==> src/ccu_cfg.svh <==
// register offsets, field positions, reset values and counts for the capture/compare unit
`ifndef CCU_CFG_SVH
`define CCU_CFG_SVH

`define CCU_ADDR_CTRL     8'h00
`define CCU_ADDR_HOLD_LO  8'h04
`define CCU_ADDR_HOLD_HI  8'h08
`define CCU_ADDR_STATUS   8'h0c
`define CCU_ADDR_TBCFG    8'h10
`define CCU_ADDR_TB_LO    8'h14
`define CCU_ADDR_TB_HI    8'h18

`define CCU_CTRL_RST      8'h00
`define CCU_HOLD_RST      16'h0000
`define CCU_TB_RST        16'h0000
`define CCU_TBCFG_RST     2'h0

`define CCU_STAT_FLAG_BIT 0
`define CCU_STAT_PIN_BIT  1
`define CCU_TBCFG_RUN_BIT 0
`define CCU_TBCFG_EXT_BIT 1

`define CCU_INSTR_DIV     4
`define CCU_PS_A          4
`define CCU_PS_B          16

`endif

==> src/ccu_pkg.sv <==
// types shared by the capture/compare unit files
package ccu_pkg;

    typedef enum logic [3:0] {
        CCU_OFF        = 4'h0,
        CCU_CMP_TOGGLE = 4'h2,
        CCU_CAP_FALL   = 4'h4,
        CCU_CAP_RISE   = 4'h5,
        CCU_CAP_RISE4  = 4'h6,
        CCU_CAP_RISE16 = 4'h7,
        CCU_CMP_SET    = 4'h8,
        CCU_CMP_CLR    = 4'h9,
        CCU_CMP_SWEV   = 4'ha,
        CCU_CMP_TRIG   = 4'hb
    } ccu_mode_t;

    typedef struct packed {
        logic [3:0] upper_bits;
        logic [3:0] mode;
    } ccu_ctrl_t;

    typedef struct packed {
        logic src_ext;
        logic run;
    } ccu_tbcfg_t;

endpackage

==> src/ccu_capcmp.sv <==
// capture/compare unit with 16-bit timebase and apb register access
`timescale 1ns/1ps
`include "ccu_cfg.svh"
module ccu_capcmp
    import ccu_pkg::*;
(
    input  wire logic        pclk,
    input  wire logic        presetn,
    input  wire logic [7:0]  paddr,
    input  wire logic        psel,
    input  wire logic        penable,
    input  wire logic        pwrite,
    input  wire logic [31:0] pwdata,
    output logic      [31:0] prdata,
    output logic             pready,
    output logic             pslverr,
    input  wire logic        pin_in,
    output logic             pin_out,
    output logic             pin_oe,
    input  wire logic        ext_clk_in,
    input  wire logic        sleep_mode,
    output logic             event_flag,
    output logic             special_trigger
);

    ccu_ctrl_t   ctrl_ff;
    ccu_tbcfg_t  tbcfg_ff;
    logic [15:0] hold_ff;
    logic [15:0] tb_cnt_ff;
    logic [1:0]  div_cnt_ff;
    logic        pin_prev_ff;
    logic        ext_prev_ff;
    logic        match_q_ff;
    logic        tb_rst_pend_ff;
    logic [31:0] prdata_ff;
    logic        pready_ff;
    logic        pslverr_ff;
    logic        flag_ff;
    logic        pin_lat_ff;
    logic        pin_oe_ff;
    logic        special_ff;

    logic        pin_s;
    logic        ext_s;
    ccu_mode_t   mode;
    logic        is_capture;
    logic        is_compare;
    logic        pin_rise;
    logic        pin_fall;
    logic        ext_rise;
    logic        instr_tick;
    logic        tb_tick;
    logic        presc_fire;
    logic        presc_clear;
    logic        cap_evt;
    logic        match_now;
    logic        cmp_evt;
    logic        setup;
    logic        wr_en;
    logic        addr_ok;
    logic        wr_ctrl;
    logic        wr_hold_lo;
    logic        wr_hold_hi;
    logic        wr_status;
    logic        wr_tbcfg;
    logic        wr_tb_lo;
    logic        wr_tb_hi;
    logic [31:0] rd_mux;
    ccu_mode_t   wr_mode;

    assign mode    = ccu_mode_t'(ctrl_ff.mode);
    assign wr_mode = ccu_mode_t'(pwdata[3:0]);

    // pin and external clock come from outside pclk
    ccu_sync2 u_pin_sync
    (
        .pclk    (pclk),
        .presetn (presetn),
        .d       (pin_in),
        .q       (pin_s)
    );

    ccu_sync2 u_ext_sync
    (
        .pclk    (pclk),
        .presetn (presetn),
        .d       (ext_clk_in),
        .q       (ext_s)
    );

    always_ff @(posedge pclk or negedge presetn)
    begin
        if (!presetn)
        begin
            pin_prev_ff <= 1'b0;
            ext_prev_ff <= 1'b0;
        end
        else
        begin
            pin_prev_ff <= pin_s;
            ext_prev_ff <= ext_s;
        end
    end

    assign pin_rise = pin_s && !pin_prev_ff;
    assign pin_fall = !pin_s && pin_prev_ff;
    assign ext_rise = ext_s && !ext_prev_ff;

    // mode decode, off and unused codes idle
    always_comb
    begin
        is_capture = 1'b0;
        is_compare = 1'b0;
        case (mode)
            CCU_CAP_FALL, CCU_CAP_RISE, CCU_CAP_RISE4, CCU_CAP_RISE16:
                is_capture = 1'b1;
            CCU_CMP_TOGGLE, CCU_CMP_SET, CCU_CMP_CLR, CCU_CMP_SWEV, CCU_CMP_TRIG:
                is_compare = 1'b1;
            default:
            begin
                is_capture = 1'b0;
                is_compare = 1'b0;
            end
        endcase
    end

    // apb slave, no wait states, answer registered
    assign setup   = psel && !penable;
    assign wr_en   = psel && penable && pready_ff && pwrite && !pslverr_ff;
    assign addr_ok = (paddr == `CCU_ADDR_CTRL)    || (paddr == `CCU_ADDR_HOLD_LO) ||
                     (paddr == `CCU_ADDR_HOLD_HI) || (paddr == `CCU_ADDR_STATUS)  ||
                     (paddr == `CCU_ADDR_TBCFG)   || (paddr == `CCU_ADDR_TB_LO)   ||
                     (paddr == `CCU_ADDR_TB_HI);

    assign wr_ctrl    = wr_en && (paddr == `CCU_ADDR_CTRL);
    assign wr_hold_lo = wr_en && (paddr == `CCU_ADDR_HOLD_LO);
    assign wr_hold_hi = wr_en && (paddr == `CCU_ADDR_HOLD_HI);
    assign wr_status  = wr_en && (paddr == `CCU_ADDR_STATUS);
    assign wr_tbcfg   = wr_en && (paddr == `CCU_ADDR_TBCFG);
    assign wr_tb_lo   = wr_en && (paddr == `CCU_ADDR_TB_LO);
    assign wr_tb_hi   = wr_en && (paddr == `CCU_ADDR_TB_HI);

    always_comb
    begin
        rd_mux = 32'h0000_0000;
        case (paddr)
            `CCU_ADDR_CTRL:    rd_mux[7:0]  = ctrl_ff;
            `CCU_ADDR_HOLD_LO: rd_mux[7:0]  = hold_ff[7:0];
            `CCU_ADDR_HOLD_HI: rd_mux[7:0]  = hold_ff[15:8];
            `CCU_ADDR_STATUS:
            begin
                rd_mux[`CCU_STAT_FLAG_BIT] = flag_ff;
                rd_mux[`CCU_STAT_PIN_BIT]  = pin_lat_ff;
            end
            `CCU_ADDR_TBCFG:   rd_mux[1:0]  = tbcfg_ff;
            `CCU_ADDR_TB_LO:   rd_mux[7:0]  = tb_cnt_ff[7:0];
            `CCU_ADDR_TB_HI:   rd_mux[7:0]  = tb_cnt_ff[15:8];
            default:           rd_mux       = 32'h0000_0000;
        endcase
    end

    always_ff @(posedge pclk or negedge presetn)
    begin
        if (!presetn)
        begin
            pready_ff  <= 1'b0;
            pslverr_ff <= 1'b0;
            prdata_ff  <= 32'h0000_0000;
        end
        else
        begin
            pready_ff  <= setup;
            pslverr_ff <= setup && !addr_ok;
            prdata_ff  <= (setup && !pwrite) ? rd_mux : 32'h0000_0000;
        end
    end

    // control register; a direct mode write keeps the prescaler count
    always_ff @(posedge pclk or negedge presetn)
    begin
        if (!presetn)
            ctrl_ff <= `CCU_CTRL_RST;
        else if (wr_ctrl)
            ctrl_ff <= pwdata[7:0];
    end

    always_ff @(posedge pclk or negedge presetn)
    begin
        if (!presetn)
            tbcfg_ff <= `CCU_TBCFG_RST;
        else if (wr_tbcfg)
        begin
            tbcfg_ff.run     <= pwdata[`CCU_TBCFG_RUN_BIT];
            tbcfg_ff.src_ext <= pwdata[`CCU_TBCFG_EXT_BIT];
        end
    end

    // instruction clock enable, one pulse every four pclk
    always_ff @(posedge pclk or negedge presetn)
    begin
        if (!presetn)
            div_cnt_ff <= 2'h0;
        else
            div_cnt_ff <= div_cnt_ff + 2'h1;
    end

    assign instr_tick = (div_cnt_ff == 2'(`CCU_INSTR_DIV - 1));

    // timebase ticks from instruction clock or external clock
    assign tb_tick = tbcfg_ff.run &&
                     (tbcfg_ff.src_ext ? ext_rise : (instr_tick && !sleep_mode));

    // pending trigger resets count at next tick unless match removed
    always_ff @(posedge pclk or negedge presetn)
    begin
        if (!presetn)
            tb_cnt_ff <= `CCU_TB_RST;
        else if (wr_tb_lo)
            tb_cnt_ff[7:0] <= pwdata[7:0];
        else if (wr_tb_hi)
            tb_cnt_ff[15:8] <= pwdata[7:0];
        else if (tb_tick && tb_rst_pend_ff && (hold_ff == tb_cnt_ff))
            tb_cnt_ff <= 16'h0000;
        else if (tb_tick)
            tb_cnt_ff <= tb_cnt_ff + 16'h0001;
    end

    always_ff @(posedge pclk or negedge presetn)
    begin
        if (!presetn)
            tb_rst_pend_ff <= 1'b0;
        else if (cmp_evt && (mode == CCU_CMP_TRIG))
            tb_rst_pend_ff <= 1'b1;
        else if (tb_tick || (hold_ff != tb_cnt_ff) || (mode != CCU_CMP_TRIG))
            tb_rst_pend_ff <= 1'b0;
    end

    // prescaler held clear unless in a capture mode
    assign presc_clear = !is_capture;

    // count qualified rising edges, fire on 4th or 16th
    ccu_presc
    #(
        .DIV_A (`CCU_PS_A),
        .DIV_B (`CCU_PS_B)
    )
    u_presc
    (
        .pclk    (pclk),
        .presetn (presetn),
        .clear   (presc_clear),
        .edge_in (pin_rise),
        .sel_b   (mode == CCU_CAP_RISE16),
        .fire    (presc_fire)
    );

    // runs in sleep too, count moves in sleep only on the external clock
    always_comb
    begin
        cap_evt = 1'b0;
        case (mode)
            CCU_CAP_FALL:   cap_evt = pin_fall;
            CCU_CAP_RISE:   cap_evt = pin_rise;
            CCU_CAP_RISE4:  cap_evt = presc_fire;
            CCU_CAP_RISE16: cap_evt = presc_fire;
            default:        cap_evt = 1'b0;
        endcase
    end

    // equality check, compare halted in sleep
    assign match_now = is_compare && !sleep_mode && (hold_ff == tb_cnt_ff);
    assign cmp_evt   = match_now && !match_q_ff;

    always_ff @(posedge pclk or negedge presetn)
    begin
        if (!presetn)
            match_q_ff <= 1'b0;
        else
            match_q_ff <= match_now;
    end

    // capture wins over a software write, newest value kept
    always_ff @(posedge pclk or negedge presetn)
    begin
        if (!presetn)
            hold_ff <= `CCU_HOLD_RST;
        else if (cap_evt)
            hold_ff <= tb_cnt_ff;
        else if (wr_hold_lo)
            hold_ff[7:0] <= pwdata[7:0];
        else if (wr_hold_hi)
            hold_ff[15:8] <= pwdata[7:0];
    end

    // hardware only sets; write one clears, set wins
    // mode switch edges may set the flag spuriously
    always_ff @(posedge pclk or negedge presetn)
    begin
        if (!presetn)
            flag_ff <= 1'b0;
        else if (cap_evt || cmp_evt)
            flag_ff <= 1'b1;
        else if (wr_status && pwdata[`CCU_STAT_FLAG_BIT])
            flag_ff <= 1'b0;
    end

    // zero control write forces latch low
    always_ff @(posedge pclk or negedge presetn)
    begin
        if (!presetn)
            pin_lat_ff <= 1'b0;
        else if (wr_ctrl)
        begin
            case (wr_mode)
                CCU_OFF:     pin_lat_ff <= 1'b0;
                CCU_CMP_SET: pin_lat_ff <= 1'b0;
                CCU_CMP_CLR: pin_lat_ff <= 1'b1;
                default:     pin_lat_ff <= pin_lat_ff;
            endcase
        end
        else if (cmp_evt)
        begin
            case (mode)
                CCU_CMP_TOGGLE: pin_lat_ff <= !pin_lat_ff;
                CCU_CMP_SET:    pin_lat_ff <= 1'b1;
                CCU_CMP_CLR:    pin_lat_ff <= 1'b0;
                default:        pin_lat_ff <= pin_lat_ff;
            endcase
        end
    end

    // drive only in pin modes; port direction set by software
    // software event mode leaves the pin alone
    always_ff @(posedge pclk or negedge presetn)
    begin
        if (!presetn)
            pin_oe_ff <= 1'b0;
        else
            pin_oe_ff <= (mode == CCU_CMP_TOGGLE) || (mode == CCU_CMP_SET) ||
                         (mode == CCU_CMP_CLR);
    end

    always_ff @(posedge pclk or negedge presetn)
    begin
        if (!presetn)
            special_ff <= 1'b0;
        else
            special_ff <= cmp_evt && (mode == CCU_CMP_TRIG);
    end

    assign prdata          = prdata_ff;
    assign pready          = pready_ff;
    assign pslverr         = pslverr_ff;
    assign pin_out         = pin_lat_ff;
    assign pin_oe          = pin_oe_ff;
    assign event_flag      = flag_ff;
    assign special_trigger = special_ff;

endmodule

==> src/ccu_presc.sv <==
// capture edge prescaler: one fire per DIV_A or DIV_B qualified rising edges
`timescale 1ns/1ps
module ccu_presc
#(
    parameter int DIV_A = 4,
    parameter int DIV_B = 16,
    parameter int CW    = $clog2(DIV_B)
)
(
    input  wire logic pclk,
    input  wire logic presetn,
    input  wire logic clear,
    input  wire logic edge_in,
    input  wire logic sel_b,
    output logic      fire
);

    logic [CW-1:0] cnt_ff;
    logic [CW-1:0] limit;

    assign limit = sel_b ? CW'(DIV_B - 1) : CW'(DIV_A - 1);
    assign fire  = edge_in && !clear && (cnt_ff == limit);

    always_ff @(posedge pclk or negedge presetn)
    begin
        if (!presetn)
            cnt_ff <= '0;
        else if (clear)
            cnt_ff <= '0;
        else if (fire)
            cnt_ff <= '0;
        else if (edge_in)
            cnt_ff <= cnt_ff + CW'(1);
    end

endmodule

==> src/ccu_sync2.sv <==
// two-flop synchroniser for a level from outside the pclk domain
`timescale 1ns/1ps
module ccu_sync2
(
    input  wire logic pclk,
    input  wire logic presetn,
    input  wire logic d,
    output logic      q
);

    logic meta_ff;

    always_ff @(posedge pclk or negedge presetn)
    begin
        if (!presetn)
        begin
            meta_ff <= 1'b0;
            q       <= 1'b0;
        end
        else
        begin
            meta_ff <= d;
            q       <= meta_ff;
        end
    end

endmodule
==> config.mk <==
export PLATFORM = sky130hd
export DESIGN_NAME = ccu_capcmp
export DESIGN_NICKNAME = d
export VERILOG_FILES = /design/src/ccu_pkg.sv /design/src/ccu_capcmp.sv /design/src/ccu_presc.sv /design/src/ccu_sync2.sv
export VERILOG_INCLUDE_DIRS = /design/src
export SDC_FILE = /design/constraint.sdc
export NUM_CORES = 1
export LEC_CHECK = 0
export CORE_ASPECT_RATIO = 1.2
export CORE_MARGIN = 4
export CORE_UTILIZATION = 49
export CTS_BUF_LIST = sky130_fd_sc_hd__clkbuf_4 sky130_fd_sc_hd__clkbuf_8
export DETAILED_ROUTE_END_ITERATION = 10
export DONT_BUFFER_PORTS = 1
export MAX_ROUTING_LAYER = met4
export PLACE_DENSITY = 0.63
export SYNTH_ARGS = -nofsm -noshare
export SYNTH_HDL_FRONTEND = slang
export SYNTH_SLANG_ARGS = --single-unit
export TNS_END_PERCENT = 10
==> constraint.sdc <==
create_clock -name pclk -period 5 [get_ports pclk]
set_input_delay 0.75 -clock pclk [delete_from_list [all_inputs] [get_ports pclk]]
set_output_delay 0.75 -clock pclk [all_outputs]
set_load 0.005 [all_outputs]
==> Word-level counts from Yosys, hierarchy flattened <==
Index checks and enable logic that the tools add are counted.
{ "classes": {"add_sub_neg": 3, "eq_ne": 26, "n_mux": 28, "bitwise": 1, "reduce_logical": 67} }
{ "ops": {"columns": ["cell", "n"], "rows": [
  ["$mux W8", 7],
  ["$mux W16", 3],
  ["$pmux W6 S5", 1],
  ["$logic_and A1 B1 Y1", 28],
  ["$eq A4 B4 Y1 const B", 6],
  ["$eq A8 B5 Y1 const B", 3],
  ["$add A16 B1 Y16 const B", 1],
  ["$eq A16 B16 Y1", 1],
  ["$eq A4 B3 Y1 const B", 4],
  ["$eq A8 B4 Y1 const B", 2],
  ["$mux W4", 4],
  ["$ne A16 B16 Y1", 1],
  ["$pmux W2 S7", 1],
  ["$logic_or A1 B1 Y1", 11],
  ["$logic_not A1 Y1", 10],
  ["$reduce_bool A2 Y1", 5],
  ["$mux W1", 9],
  ["$eq A8 B3 Y1 const B", 1],
  ["$logic_not A8 Y1", 1],
  ["$pmux W1 S3", 2],
  ["$reduce_and A2 Y1", 3],
  ["$reduce_bool A3 Y1", 2],
  ["$reduce_or A5 Y1", 1],
  ["$add A4 B1 Y4 const B", 1],
  ["15 further kinds", 17]
]} }
{ "totals": {"reg_bits": 70, "in_bits": 48, "output_inout_bits": 38, "wordCells": 150} }

==> Logic depth before layout (Yosys ltp) <==
{ "depth": {"word_depth": 9, "mapped_depth": 8} }

==> By module <==
From an unflattened synthesis, not the netlist that was laid out.
{ "hier_totals": {"cells_unflattened": 449, "area_unflattened_um2": 4196.5} }
{ "modules_own_cells": {"columns": ["module", "instances", "cells_each", "area_per_inst_um2", "seq_area_each_um2"], "rows": [
  ["ccu_capcmp", 1, 421, 3873.7, 1551.5],
  ["ccu_presc", 1, 24, 222.7, 100.1],
  ["ccu_sync2", 2, 2, 50.0, 50.0]
]} }

==> Worst setup path after synthesis <==
OpenSTA, ideal clock, no wires.
{ "synth_path": {"path_kind": "in2reg", "startpoint": "in paddr[5]", "endpoint": "reg tb_cnt_ff[14]", "setup_ns": 0.087, "arrival_time_ns": 2.200, "path_slack_ns": 2.714, "cell_stages": 5, "path_buffers": 0, "cell_sequence": "nor4b_4 nand4_1 a211o_1 or4_1 o211ai_1"} }
{ "synth_via": {"elab_chain_cells": 4, "elab_cells_between_ends": 8, "cone_classes": "eq/ne: 2; mux: 1; bitwise: 1; reduce/logical: 4"} }
{ "synth_lines": {"columns": ["element", "line", "source"], "rows": [
  ["start, declared", "ccu_capcmp.sv:9", "input wire logic [7:0] paddr,"],
  ["$eq A8 B5 Y1", null, null],
  ["$logic_and A1 B1 Y1 (on tied branches)", "ccu_capcmp.sv:141, ccu_capcmp.sv:140", null],
  ["$reduce_bool A3 Y1 (no source line) / $not A1 Y1 (equally long branches)", null, null],
  ["$reduce_and A2 Y1 (no source line)", null, null],
  ["end signal, assigned", "ccu_capcmp.sv:217", "tb_cnt_ff <= `CCU_TB_RST;"],
  ["end signal, assigned", "ccu_capcmp.sv:221", "tb_cnt_ff[15:8] <= pwdata[7:0];"],
  ["end signal, assigned", "ccu_capcmp.sv:225", "tb_cnt_ff <= tb_cnt_ff + 16'h0001;"],
  ["end, declared", "ccu_capcmp.sv:29", "logic [15:0] tb_cnt_ff;"]
]} }
Several ways; a longest one is shown, not always the timed one.
A chain may end at the register's enable or synchronous reset.

==> Final worst setup path <==
{ "layout_path": {"startpoint": "reg u_pin_sync.q", "endpoint": "reg hold_ff[9]"} }
{ "layout_via": {"elab_chain_cells": 6, "elab_cells_between_ends": 10, "cone_classes": "eq/ne: 1; mux: 2; reduce/logical: 7"} }
{ "layout_lines": {"columns": ["element", "line", "source"], "rows": [
  ["start, declared", "ccu_sync2.sv:8", "output logic q"],
  ["start signal, assigned", "ccu_sync2.sv:23", "q <= meta_ff;"],
  ["$logic_and A1 B1 Y1", "ccu_capcmp.sv:105", "assign pin_rise = pin_s && !pin_prev_ff;"],
  ["$logic_and A1 B1 Y1 (2 in a row)", "ccu_presc.sv:22", "assign fire = edge_in && !clear && (cnt_ff == limit);"],
  ["$pmux W1 S3 *", "ccu_capcmp.sv:261", "case (mode)"],
  ["$ne A2 B2 Y1 (no source line) / $reduce_bool A2 Y1 (equally long branches)", null, null],
  ["$reduce_and A2 Y1 (no source line)", null, null],
  ["end signal, assigned", "ccu_capcmp.sv:286", "hold_ff <= `CCU_HOLD_RST;"],
  ["end signal, assigned", "ccu_capcmp.sv:288", "hold_ff <= tb_cnt_ff;"],
  ["end signal, assigned", "ccu_capcmp.sv:292", "hold_ff[15:8] <= pwdata[7:0];"],
  ["end, declared", "ccu_capcmp.sv:28", "logic [15:0] hold_ff;"]
]} }
Every way passes the cells marked *; elsewhere a longest branch is shown, timed or not.

==> results.yml <==
outcome:
  run_status: "complete, no violations"
sta:
  finalCriticalPeriod_ps: 2560
  setup_viol_count_final: 0
  worst_clock_skew_ps: 5.73
  setup_tns_ps: 0
  fin_crit_sh: 0.512
  relSlewSlack: 0.179
  rsz0062_at_grt: "no"
  finalMaxSlewViolations: 0
  max_freq_ghz: 0.391
  worst_pin_slew_ps: 1230
  hold_viol: 0
synth:
  syn_area_per_cell_um2: 9.68
  synth.distinct_cells: 57
  synth-seq-cells: 70
  ys_warn_count: 0
  syn-cell-area_um2: 4070
  netlist_top_cells_area: "dfrtp_1 43%, buf_4 4.6%, mux2i_1 4.4%, nand2_1 4.2%, xnor2_1 3.4%"
  synth_ff_type: "dfrtp_1"
  synth_top_cell_by_area: "dfrtp_1"
  yosysTopAreaCellShare: 0.431
  async_flop_share: 1.00
  ys_seq_area_frac: 0.431
  synth_edf_count: 0
  syn_inst: 420
placement:
  dp_hpwl_um: 7270
  gp_congestion: 0.884
  place_area_um2: 4010
  io_buffers: 0
worst_setup_path:
  crit_family: "compound AO/OA/AOI/OAI gates"
  path_cells: "nor2b_1 -> a21oi_1 -> or2_2 -> a21oi_2 -> o21ai_0"
  worstPathArrival_ps: 2720
  critPathBufInv: 0
  critPathMaxFanout: 33
  critical_path_class: "reg -> reg"
  critical-path-max-stage-delay_ps: 960
  crit_path_end_kind: "register"
  cp-start-kind: "register"
  required_ps: 5160
  cpMaxStageDelayCell: "a21oi_2"
clock_tree:
  cts.sinks: 70
  clkTransAtPathRegs_ps: 70
  clock_path_buffers: 2
  ctsResizeCount: 0
  cts_buffers: 9
  worstSkewPairLatency_ps: 340
  cts_tree: "done"
  h-tree-depth: 3
  postCtsSetupBuffers: 0
  cts_root_buf: "clkbuf_8"
  cts_hold_buf: 0
global_routing:
  grt_max_degree: 71
  antenna_found_initial: 0
  grt_first_pass_wirelength_um: 16900
  overflow: 0
  track_usage: 0.228
  grt_pass1_vias: 3153
run:
  cap_violations: 0
power_and_ir_drop:
  power.density_nw_per_um2: 262
  pwr-share-seq: 0.525
  combPwrFrac: 0.027
  p_leak_nw: 1.78
  p_sw_w: 0.000231
  ir_drop_v: 0.000137
  power.total_w: 0.00110
  p_int_w: 0.000874
  clock_power_share: 0.448
  swShare: 0.209
floorplanning:
  initial_core_util: 0.501
  core-area_um2: 8110
  die_h_um: 108
  die-area_um2: 9820
  fp-row-count: 36
  io_pins: 86
  die_x_um: 91.1
route:
  wl_per_cell_um: 20.5
  via_per_inst: 6.29
  route.vias.total: 3189
  drtAntennaViolNets: 0
  drt-total-wl_um: 10400
  first_iter_violations: 252
  drt_first_pass_iters: 6
  drc: 0
layout:
  final_nets: 460
  drive_gt1_frac: 0.104
  fin_area_um2: 4220
  diodes: 0
  syn2layout_area_growth_pct: 3.72
min_path:
  hold_path.class: "in -> async"
## power groups by stage
stage	Combinational, W	Clock [W]	Sequential (W)
3_5_place_dp	0.0000290	0	0.000591
2_1_floorplan	0.0000407	0	0.000589
4_1_cts	0.0000292	0.000507	0.000580
6_report	0.0000297	0.000495	0.000580
5_1_grt	0.0000336	0.000532	0.000581
3_3_place_gp	0.0000288	0	0.000590
## worst paths after layout
| path | start | endpoint | slack (ps) | cells after the start |
|---|---|---|---|---|
| min in group pclk | u_ext_sync.meta_ff | u_ext_sync.q | 360 | 0 |
| setup / recovery | u_pin_sync.q | hold_ff[9] | 2440 | 5 |
| max in group asynchronous | presetn | event_flag | 4770 | 0 |
| setup reg to reg | u_pin_sync.q | hold_ff[9] | 2440 | 5 |
| hold reg to reg | u_ext_sync.meta_ff | u_ext_sync.q | 360 | 0 |
| hold / removal | presetn | tb_cnt_ff[4] | 100 | 0 |
## state kept, by name (all words and copies together) (netlist names), 2 cells and up
name / count
div_cnt_ff: 2
tb_cnt_ff: 16
hold_ff: 16
prdata: 8
tbcfg_ff: 2
u_presc.cnt_ff: 4
mode: 4
ctrl_ff: 4
## routing by layer
layer  GRT usage  vias to the layer above  wire length, µm
met2       0.376                      119             5170
met4      0.0797                        0              165
li1            -                     1473                -
met5           -                        -                0
met1       0.282                     1584             4380
met3      0.0455                       13              661
## cell type report
class / instances / area [µm²]
Fill cell: 774 / 3890
Multi-Input combinational cell: 314 / 2080
Sequential cell: 70 / 1750
Clock buffer: 10 / 138
Tap cell: 95 / 119
Clock inverter: 4 / 72.6
Inverter: 14 / 52.6
## per-stage QoR
stage                     std cells  utilization  setup WS, ps  hold WS (ps)
after global routing            507        0.520          2060          73.8
after detailed placement        493        0.494          2100           337
final                           507        0.520          2440          98.5
after CTS                       507        0.520          2400          83.3
after global placement          493        0.494          2130           336
after floorplan                 443            -          2710           331
## Yosys cell counts, types with 5 or more instances
cell type,instances
a222oi_1,10
nor2_1,14
clkbuf_1,16
and2_1,6
nand4_1,10
buf_4,25
nand3_1,13
a21oi_1,23
a31oi_1,8
a22oi_1,11
mux2_2,11
dfrtp_1,70
nand2_1,46
nor3_1,10
o221ai_1,5
inv_1,14
mux2i_1,18
xnor2_1,16
o21ai_0,22
## cells in the final DEF (no fill, tap or decap), types with 11 or more instances in the layout
master    n
a22oi_1  11
nand2_1  46
inv_1    14
a21oi_1  22
mux2_2   11
o21ai_0  22
nand3_1  13
mux2i_1  18
conb_1   24
nor2_1   14
dfrtp_1  70
xnor2_1  16
## cell families (layout without fill, tap and decap cells)
group,after synthesis,in the layout,share of synthesized area
adders and majority gates,3,3,0.00923
buffers and inverters,59,28,0.0788
and+or+nand+nor,142,142,0.199
muxes,29,29,0.0748
other,1,24,0.000922
xor gates and xnor gates,16,16,0.0345
AOI/OAI and AO/OA,100,100,0.172
DFF,70,70,0.431
Note: power is estimated with default switching activity, not from simulation.
